===== config.mk =====
export PLATFORM = sky130hd
export DESIGN_NAME = cim_monitor_status
export DESIGN_NICKNAME = d
export VERILOG_FILES = /design/src/verilog/cim_monitor_status.v /design/src/verilog/cim_sync2.v
export VERILOG_INCLUDE_DIRS = /design/src /design/src/verilog
export SDC_FILE = /design/constraint.sdc
export NUM_CORES = 1
export LEC_CHECK = 0
export ABC_AREA = 1
export BUFFER_PORTS_ARGS = -buffer_cell sky130_fd_sc_hd__buf_2
export CORE_MARGIN = 3
export CORE_UTILIZATION = 40
export CTS_CLUSTER_DIAMETER = 80
export DETAILED_ROUTE_END_ITERATION = 10
export GPL_ROUTABILITY_DRIVEN = 0
export PLACE_DENSITY = 0.64
export SLEW_MARGIN = 40
export SYNTH_ARGS = -nofsm -noshare
export SYNTH_HDL_FRONTEND = slang
export SYNTH_SLANG_ARGS = --single-unit

===== constraint.sdc =====
create_clock -name core_clk_i -period 3.2 [get_ports core_clk_i]
set_input_delay 0.64 -clock core_clk_i [delete_from_list [all_inputs] [get_ports core_clk_i]]
set_output_delay 0.64 -clock core_clk_i [all_outputs]
set_load 0.01 [all_outputs]

===== src/verilog/cim_regs.vh =====
// register offsets, field positions and reset values of the clock monitor status bank
`ifndef CIM_REGS_VH
`define CIM_REGS_VH
`define CIM_ADDR_W          8
`define CIM_DATA_W          8
`define CIM_OFF_RANGE_A     8'h37
`define CIM_OFF_RANGE_B     8'h38
`define CIM_OFF_ACTIVE      8'h80
`define CIM_OFF_LOSS        8'h81
`define CIM_OFF_ALARM       8'h82
`define CIM_OFF_LOSS_FLG    8'h83
`define CIM_OFF_ALARM_FLG   8'h84
`define CIM_OFF_LOSS_MSK    8'h85
`define CIM_OFF_ALARM_MSK   8'h86
`define CIM_OFF_INT_CTRL    8'h87
`define CIM_RANGE_LO_MSB    2
`define CIM_RANGE_LO_LSB    0
`define CIM_RANGE_HI_MSB    5
`define CIM_RANGE_HI_LSB    3
`define CIM_RANGE_RST       3'h0
`define CIM_BAND_10_27      3'h0
`define CIM_BAND_25_54      3'h1
`define CIM_BAND_50_105     3'h2
`define CIM_BAND_95_215     3'h3
`define CIM_BAND_190_435    3'h4
`define CIM_BAND_375_710    3'h5
`define CIM_BAND_RSVD6      3'h6
`define CIM_BAND_RSVD7      3'h7
`define CIM_ALM_LOL_BIT     0
`define CIM_ALM_FOS_LSB     1
`define CIM_ALM_ALIGN_BIT   5
`define CIM_ALM_HOLD_BIT    6
`define CIM_ALM_SKEW_BIT    7
`define CIM_FLG_LOL_BIT     1
`define CIM_FLG_FOS_LSB     2
`define CIM_FLG_ALIGN_BIT   6
`define CIM_INT_EN_BIT      0
`define CIM_MSK_RST         8'hff
`define CIM_LOSS_MSK_RST    5'h1f
`define CIM_ALARM_MSK_RST   6'h3f
`define CIM_SYNC_W          17
`endif


===== src/verilog/cim_monitor_status.v =====
// input clock monitor range selects, live status, sticky flags and interrupt
//
// Summary of operation
// - band codes 0..5 select ranges, 6-7 reserved
// - range reg A: input2 bits5:3, input1 bits2:0
// - range reg B: input4 bits5:3, input3 bits2:0
// - active bit set only if selected, no loss
// - loss status bits 1..4 for inputs one..four
// - loss status bit 0 is reference loss
// - alarm bits 1..4 are frequency offset alarms
// - alarm bit 0 reads 1 while unlocked
// - alarm bit 5 is frame alignment alarm
// - alarm bit 6 shows holdover filter valid
// - alarm bit 7 shows coarse skew busy
// - sticky flags latch, cleared by writing 0
// - interrupt needs pin enable and unmasked flag
`timescale 1ns/10ps
`include "cim_regs.vh"
module cim_monitor_status (
  // clock and reset
  input  wire                   core_clk_i,
  input  wire                   nrst_i,
  // register access from the serial control port
  input  wire [`CIM_ADDR_W-1:0] reg_addr_i,
  input  wire                   reg_wr_i,
  input  wire [`CIM_DATA_W-1:0] reg_wdata_i,
  input  wire                   reg_rd_i,
  output wire [`CIM_DATA_W-1:0] reg_rdata_o,
  // live alarms from the monitoring circuits
  input  wire [3:0]             input_selected_i,
  input  wire [3:0]             signal_loss_alarm_i,
  input  wire                   reference_signal_loss_i,
  input  wire [3:0]             frequency_offset_alarm_i,
  input  wire                   pll_unlocked_i,
  input  wire                   align_alarm_i,
  input  wire                   holdover_filter_valid_i,
  input  wire                   coarse_skew_busy_i,
  // band selects to the offset monitors
  output wire [2:0]             input1_band_select_o,
  output wire [2:0]             input2_band_select_o,
  output wire [2:0]             input3_band_select_o,
  output wire [2:0]             input4_band_select_o,
  // interrupt
  output wire                   irq_o
);
  reg                    rst_meta_r;
  reg                    rst_n_r;
  reg  [5:0]             range_a_r;
  reg  [5:0]             range_b_r;
  reg  [4:0]             loss_flg_r;
  reg  [4:0]             loss_flg_nxt;
  reg  [5:0]             alarm_flg_r;
  reg  [5:0]             alarm_flg_nxt;
  reg  [4:0]             loss_msk_r;
  reg  [5:0]             alarm_msk_r;
  reg                    int_en_r;
  reg  [`CIM_DATA_W-1:0] rdata_r;
  reg  [`CIM_DATA_W-1:0] rdata_nxt;
  wire [`CIM_SYNC_W-1:0] live_async;
  wire [`CIM_SYNC_W-1:0] live;
  wire [3:0]             sel_s;
  wire [4:0]             loss_s;
  wire [3:0]             fos_s;
  wire                   lol_s;
  wire                   align_s;
  wire                   hold_s;
  wire                   skew_s;
  wire [7:0]             active_reg;
  wire [7:0]             loss_reg;
  wire [7:0]             alarm_reg;
  wire [5:0]             alarm_evt;
  wire                   loss_pend;
  wire                   alarm_pend;

  // write strobe for one offset
  function wr_hit;
    input [`CIM_ADDR_W-1:0] addr;
    input [`CIM_ADDR_W-1:0] off;
    input                   wr;
    begin
      wr_hit = wr && (addr == off);
    end
  endfunction

  // reset release through two flops
  always @(posedge core_clk_i or negedge nrst_i) begin
    if (!nrst_i) begin
      rst_meta_r <= 1'b0;
      rst_n_r    <= 1'b0;
    end else begin
      rst_meta_r <= 1'b1;
      rst_n_r    <= rst_meta_r;
    end
  end

  assign live_async = {coarse_skew_busy_i, holdover_filter_valid_i, align_alarm_i,
                       pll_unlocked_i, frequency_offset_alarm_i,
                       signal_loss_alarm_i, reference_signal_loss_i, input_selected_i};

  cim_sync2 #(
    .W (`CIM_SYNC_W)
  ) u_sync (
    .core_clk_i (core_clk_i),
    .rst_n_i    (rst_n_r),
    .async_i    (live_async),
    .sync_o     (live)
  );

  assign sel_s   = live[3:0];
  assign loss_s  = live[8:4];
  assign fos_s   = live[12:9];
  assign lol_s   = live[13];
  assign align_s = live[14];
  assign hold_s  = live[15];
  assign skew_s  = live[16];

  assign active_reg = {4'h0, sel_s & ~loss_s[4:1]};
  assign loss_reg   = {3'h0, loss_s[4:1], loss_s[0]};
  assign alarm_reg  = {skew_s, hold_s, align_s, fos_s, lol_s};

  // alarm flag layout: align at 5, offsets 4:1, unlock at 0 (register bits 6:1)
  assign alarm_evt = {align_s, fos_s, lol_s};

  // band selects; reserved codes are stored as written
  assign input1_band_select_o = range_a_r[`CIM_RANGE_LO_MSB:`CIM_RANGE_LO_LSB];
  assign input2_band_select_o = range_a_r[`CIM_RANGE_HI_MSB:`CIM_RANGE_HI_LSB];
  assign input3_band_select_o = range_b_r[`CIM_RANGE_LO_MSB:`CIM_RANGE_LO_LSB];
  assign input4_band_select_o = range_b_r[`CIM_RANGE_HI_MSB:`CIM_RANGE_HI_LSB];

  // sticky flags: a write of 0 clears, a live event in the same cycle wins
  always @* begin
    loss_flg_nxt  = loss_flg_r;
    alarm_flg_nxt = alarm_flg_r;
    if (wr_hit(reg_addr_i, `CIM_OFF_LOSS_FLG, reg_wr_i)) begin
      loss_flg_nxt = loss_flg_r & reg_wdata_i[4:0];
    end
    if (wr_hit(reg_addr_i, `CIM_OFF_ALARM_FLG, reg_wr_i)) begin
      alarm_flg_nxt = alarm_flg_r & reg_wdata_i[6:1];
    end
    loss_flg_nxt  = loss_flg_nxt | loss_s;
    alarm_flg_nxt = alarm_flg_nxt | alarm_evt;
  end

  // range, flag, mask and pin enable registers
  always @(posedge core_clk_i or negedge rst_n_r) begin
    if (!rst_n_r) begin
      range_a_r   <= {`CIM_RANGE_RST, `CIM_RANGE_RST};
      range_b_r   <= {`CIM_RANGE_RST, `CIM_RANGE_RST};
      loss_flg_r  <= 5'h00;
      alarm_flg_r <= 6'h00;
      loss_msk_r  <= `CIM_LOSS_MSK_RST;
      alarm_msk_r <= `CIM_ALARM_MSK_RST;
      int_en_r    <= 1'b0;
    end else begin
      loss_flg_r  <= loss_flg_nxt;
      alarm_flg_r <= alarm_flg_nxt;
      if (wr_hit(reg_addr_i, `CIM_OFF_RANGE_A, reg_wr_i)) begin
        range_a_r <= reg_wdata_i[5:0];
      end
      if (wr_hit(reg_addr_i, `CIM_OFF_RANGE_B, reg_wr_i)) begin
        range_b_r <= reg_wdata_i[5:0];
      end
      if (wr_hit(reg_addr_i, `CIM_OFF_LOSS_MSK, reg_wr_i)) begin
        loss_msk_r <= reg_wdata_i[4:0];
      end
      if (wr_hit(reg_addr_i, `CIM_OFF_ALARM_MSK, reg_wr_i)) begin
        alarm_msk_r <= reg_wdata_i[6:1];
      end
      if (wr_hit(reg_addr_i, `CIM_OFF_INT_CTRL, reg_wr_i)) begin
        int_en_r <= reg_wdata_i[`CIM_INT_EN_BIT];
      end
    end
  end

  // mask bit 1 blocks its flag; the pin enable gates both groups
  assign loss_pend  = |(loss_flg_r & ~loss_msk_r);
  assign alarm_pend = |(alarm_flg_r & ~alarm_msk_r);
  assign irq_o      = int_en_r && (loss_pend || alarm_pend);

  // read mux; status offsets have no write path
  always @* begin
    rdata_nxt = rdata_r;
    if (reg_rd_i) begin
      if (reg_addr_i == `CIM_OFF_RANGE_A) begin
        rdata_nxt = {2'h0, range_a_r};
      end else if (reg_addr_i == `CIM_OFF_RANGE_B) begin
        rdata_nxt = {2'h0, range_b_r};
      end else if (reg_addr_i == `CIM_OFF_ACTIVE) begin
        rdata_nxt = active_reg;
      end else if (reg_addr_i == `CIM_OFF_LOSS) begin
        rdata_nxt = loss_reg;
      end else if (reg_addr_i == `CIM_OFF_ALARM) begin
        rdata_nxt = alarm_reg;
      end else if (reg_addr_i == `CIM_OFF_LOSS_FLG) begin
        rdata_nxt = {3'h0, loss_flg_r};
      end else if (reg_addr_i == `CIM_OFF_ALARM_FLG) begin
        rdata_nxt = {1'b0, alarm_flg_r, 1'b0};
      end else if (reg_addr_i == `CIM_OFF_LOSS_MSK) begin
        rdata_nxt = {3'h0, loss_msk_r};
      end else if (reg_addr_i == `CIM_OFF_ALARM_MSK) begin
        rdata_nxt = {1'b0, alarm_msk_r, 1'b0};
      end else if (reg_addr_i == `CIM_OFF_INT_CTRL) begin
        rdata_nxt = {7'h00, int_en_r};
      end else begin
        rdata_nxt = 8'h00;
      end
    end
  end

  always @(posedge core_clk_i or negedge rst_n_r) begin
    if (!rst_n_r) begin
      rdata_r <= 8'h00;
    end else begin
      rdata_r <= rdata_nxt;
    end
  end

  assign reg_rdata_o = rdata_r;
endmodule // cim_monitor_status


===== src/verilog/cim_sync2.v =====
// two-flop synchroniser for a vector of independent status levels
`timescale 1ns/10ps
module cim_sync2 #(
  parameter W = 17
) (
  // clock and reset
  input  wire         core_clk_i,
  input  wire         rst_n_i,
  // levels
  input  wire [W-1:0] async_i,
  output wire [W-1:0] sync_o
);
  reg [W-1:0] meta_r;
  reg [W-1:0] sync_r;

  always @(posedge core_clk_i or negedge rst_n_i) begin
    if (!rst_n_i) begin
      meta_r <= {W{1'b0}};
      sync_r <= {W{1'b0}};
    end else begin
      meta_r <= async_i;
      sync_r <= meta_r;
    end
  end

  assign sync_o = sync_r;
endmodule // cim_sync2

# Word level (Yosys, flattened, before mapping)
# Cells that the tools add are included.
[totals] mem_bits_rw=0 input_bits=37 n_memories=0 latch_bits=0 register_bits=79 mem_bits_ro=0
[classes] n_addsub=0 reduce_logical=11 n_shift=0 mux=12 bitwise_logic=10 multipliers=0 n_eq_ne=10 div=0 n_lt_le_gt_ge=0
[op_table] op="8-bit == test, second input constant" n=8
[op_table] op="8-bit two-way mux" n=5
[op_table] op="7-bit two-way mux" n=4
[op_table] op="8-bit by 6-bit == test with 1-bit output, second input constant" n=2
[op_table] op="6-bit AND" n=2
[op_table] op="5-bit AND" n=2
[op_table] op="1-bit logical AND" n=8
[op_table] op="6-bit two-way mux" n=1
[op_table] op="6-bit NOT" n=1
[op_table] op="6-bit bitwise OR" n=1
[op_table] op="6-bit OR reduction" n=1
[op_table] op="5-bit two-way mux" n=1
[op_table] op="5-bit NOT" n=1
[op_table] op="5-bit bitwise OR" n=1
[op_table] op="5-bit OR reduction" n=1
[op_table] op="4-bit AND" n=1
[op_table] op="4-bit NOT" n=1
[op_table] op="1-bit logical OR" n=1
[op_table] op="1-bit two-way mux" n=1

# Logic depth before layout (Yosys ltp)
[depth] ltp_word=11 depth_mapped=14

# Modules after synthesis
# A second synthesis with hierarchy kept.
[unflattened] cells_unflattened=374 area_unflattened_um2=3313.2
[modules_own_cells] mod="cim_monitor_status" area_each_um2=2462.4 seq_area_each_um2=1139.8 instances=1 cells_each=340
[modules_own_cells] mod="cim_sync2" area_each_um2=850.8 seq_area_each_um2=850.8 instances=1 cells_each=34

# Worst setup path before layout
# Ideal clock, no wire load.
[synth_timing] path_type="register to output" from="reg loss_msk_r[2]" to="out irq_o" arrival_ns=1.020 path_slack_ns=1.540 t_required_ns=2.560 stages_incl_launch_ff=6 path_cell_list="dfstp_2 o22ai_1 nor4_1 nand2_1 nand2_1 inv_1"
[synth_between] elab_chain_cells=5
[synth_rtl] element="start, declared" line_no="cim_monitor_status.v:54" source="reg [4:0] loss_msk_r;"
[synth_rtl] element="start signal, assigned" line_no="cim_monitor_status.v:151" source="loss_msk_r <= `CIM_LOSS_MSK_RST;"
[synth_rtl] element="start signal, assigned" line_no="cim_monitor_status.v:164" source="loss_msk_r <= reg_wdata_i[4:0];"
[synth_rtl] element="5-bit NOT" line_no="cim_monitor_status.v:176" source="assign loss_pend = |(loss_flg_r & ~loss_msk_r);"
[synth_rtl] element="5-bit AND" line_no="cim_monitor_status.v:176"
[synth_rtl] element="5-bit OR reduction" line_no="cim_monitor_status.v:176"
[synth_rtl] element="1-bit logical OR" line_no="cim_monitor_status.v:178" source="assign irq_o = int_en_r && (loss_pend || alarm_pend);"
[synth_rtl] element="1-bit logical AND" line_no="cim_monitor_status.v:178"
[synth_rtl] element="end, declared" line_no="cim_monitor_status.v:44" source="output wire irq_o"
# No other way between the ends.

# Worst setup path in the final report
[layout_timing] from="reg alarm_msk_r[4]" to="out irq_o"
[layout_between] elab_chain_cells=5
[layout_rtl] element="start, declared" line_no="cim_monitor_status.v:55" source="reg [5:0] alarm_msk_r;"
[layout_rtl] element="start signal, assigned" line_no="cim_monitor_status.v:152" source="alarm_msk_r <= `CIM_ALARM_MSK_RST;"
[layout_rtl] element="start signal, assigned" line_no="cim_monitor_status.v:167" source="alarm_msk_r <= reg_wdata_i[6:1];"
[layout_rtl] element="6-bit NOT" line_no="cim_monitor_status.v:177" source="assign alarm_pend = |(alarm_flg_r & ~alarm_msk_r);"
[layout_rtl] element="6-bit AND" line_no="cim_monitor_status.v:177"
[layout_rtl] element="6-bit OR reduction" line_no="cim_monitor_status.v:177"
[layout_rtl] element="1-bit logical OR" line_no="cim_monitor_status.v:178"
[layout_rtl] element="1-bit logical AND" line_no="cim_monitor_status.v:178"
# No other way between the ends.

==> out/metrics.yaml <==
vias_per_cell: 4.73
synth_top_area_share_pct: 52.0
fin_worst_skew_ns: 0.0104
crit_path_start_kind: "register"
yosys.cell_types.count: 27
crit_chain: "o22ai_1 > nor4_1 > nand2_1 > nand2_1 > inv_1 > buf_2"
netlist_instances: 368
core_area_um2: 7850
rrSetupSlack_ns: 2.00
cp_num_buf_inv: 2
setup_viol: 0
placedCellCount: 521
cts_buffers: 9
r2r-start: "loss_msk_r[4]"
max_slew.worst_pin.slew_ns: 0.651
grt_max_degree: 54
post-cts-setup-buffers: 0
postLayoutCoreUtil_pct: 48.9
post_cts_resized: 0
relSlewSlack_pct: 56.6
antenna_left: 0
grtUsageTotal_pct: 17.1
syn_avg_cell_area_um2: 8.89
root_buffer: "clkbuf_8"
nFillCells: 791
ys_seq_area_share_pct: 60.8
firstDrtPassIters: 4
drv_cap: 0
grt_pass1_vias: 2464
cp.depth: 6
grt.overflow.total: 0
crit_required_ns: 2.56
fin_crit_ns: 2.29
post_drt_wl_per_cell_um: 13.7
clock_sinks: 79
htreeDepth: 3
cp.arrival_ns: 1.65
die_h_um: 96.5
clock_latency_ns: 0.34
critPathMaxStageDelay_ns: 0.56
min_period_over_period_pct: 71.6
tritoncts: "done"
clkTransAtPathRegs_ns: 0.07
die_area_um2: 9300
hp-class: "input pin to asynchronous set/reset pin"
vias: 2541
syn-num-nets: 405
drive_above_1_share_pct: 23.0
crit_type: "register to output pin"
routed_wirelength_mm: 7.37
slowest_stage: "dfstp_2"
io_pins: 58
antenna_found_initial: 0
tns_ns: 0
rows: 32
p_leak_nw: 2.02
fin_cells: 537
die_x_um: 96.5
ctsHoldBuffers: 0
grt_pass1_wl_mm: 11.8
rsz0062_at_grt: "no"
drc: 0
syn_area_um2: 3270
start_util_pct: 41.7
clk_path_buf_depth: 2
critical-path-top-delay-family: "flip-flops"
numPortBuffers: 56
area_delta_synth_final_pct: 17.2
cp_max_fo: 3
yosys-top-cells-area: "dfrtp_1 52%, nand2_1 12%, dfstp_2 8.8%"
slew_violations: 0
end_kind: "output pin"
dpl.hpwl_mm: 5.55
status: "finished clean"
power_density_nw_per_um2: 479
finalPower_mw: 1.84
fmax_ghz: 0.436
reg2reg_to: "reg_rdata_o[4]"
critPathLaunch: "alarm_msk_r[4]"
r2r_cells: 10
num_antenna_cells: 0
peakVddDrop_v: 0.000373
fin_nets: 467
yosysTopAreaCell: "dfrtp_1"
ys_ff_latch: 79
hold_viol_final: 0
yosys_warnings: 0
drt_iter0_drc: 124
cp_common_cell: "nand2_1"
critPathCapture: "irq_o"
[placed cells by master, fill, tap and decap left out, types with 5 or more instances in the layout]
cell type,instances
o21ai_0,23
dfstp_2,11
nand3_1,22
inv_1,54
nand2_1,105
clkbuf_8,11
o22ai_1,5
o21ai_1,17
nand4_1,5
buf_2,56
nor2_1,22
nor2_2,6
dfrtp_1,67
[state kept, by name, summed over array words and instances, names as in the netlist, 5 cells and up]
signal	flops
reg_rdata_o	8
u_sync.meta_r	17
loss_msk_r	5
loss_flg_r	5
alarm_msk_r	6
u_sync.sync_o	17
alarm_flg_r	6
range_a_r	6
range_b_r	6
[synth_stat cells]
cell type  count
nand2_1      105
dfrtp_1       68
inv_1         54
o21ai_0       23
nand3_1       22
nor2_1        22
o21ai_1       17
dfstp_2       11
nor2_2         6
nand4_1        5
o22ai_1        5
buf_2          4
a21oi_1        3
inv_2          3
nand2_2        3
o21bai_1       3
clkbuf_1       2
nor3_1         2
nor4_1         2
buf_6          1
conb_1         1
mux2_2         1
nand3_2        1
nor2_4         1
nor3_2         1
o221ai_1       1
o22a_1         1
[worst min path at each step]
stage	start	slack [ns]	endpoint
3_5_place_dp	u_sync.meta_r[14]	0.33	u_sync.sync_o[14]
3_3_place_gp	u_sync.meta_r[16]	0.33	u_sync.sync_o[16]
5_1_grt	nrst_i	0.05	rst_n_r
4_1_cts	nrst_i	0.06	rst_n_r
6_report	nrst_i	0.07	rst_n_r
2_1_floorplan	rst_meta_r	0.33	rst_n_r
[routing by layer]
metal	vias to the layer above	GRT usage (%)	wire length (um)	share of wire, %
li1	1274	-	-	-
met1	1184	23.1	3390	46
met2	68	26.6	3440	47
met3	15	2.94	345	4.7
met4	0	9.00	198	2.7
met5	-	0	0	0
[per-stage QoR]
| step | worst slack (ns) | cell area, um^2 | hold slack [ns] |
|---|---|---|---|
| after floorplan | 0.856 | 3270 | 0.331 |
| after global routing | 0.768 | 3840 | 0.0550 |
| after global placement | 1.13 | 3660 | 0.333 |
| final | 0.908 | 3840 | 0.0733 |
| after detailed placement | 1.12 | 3660 | 0.335 |
| after CTS | 0.907 | 3840 | 0.0557 |
[cells by family after synthesis]
kind of cell | count (synthesis) | synth area share [%]
AOI/OAI and AO/OA | 53 | 8.75
buffers and inverters | 64 | 7.72
DFF | 79 | 60.8
muxes | 1 | 0.344
other | 1 | 0.115
and+or+nand+nor | 170 | 22.2
[cell type report]
type                       instances  area (um^2)  area share (%)
sequential                        79         1990            52.0
multi-input combinational        225         1030            26.8
clock buffer                      13          159            4.14
timing repair buffer              58          295            7.69
inverter                          57          214            5.58
tap                              102          128            3.33
clock inverter                     3         17.5           0.456
[power by group]
part	switching (mW)	total (mW)	internal [mW]
registers	0.0315	1.07	1.04
clock network	0.335	0.657	0.322
logic	0.0667	0.108	0.0408
Note: power is estimated with default switching activity, not from simulation.
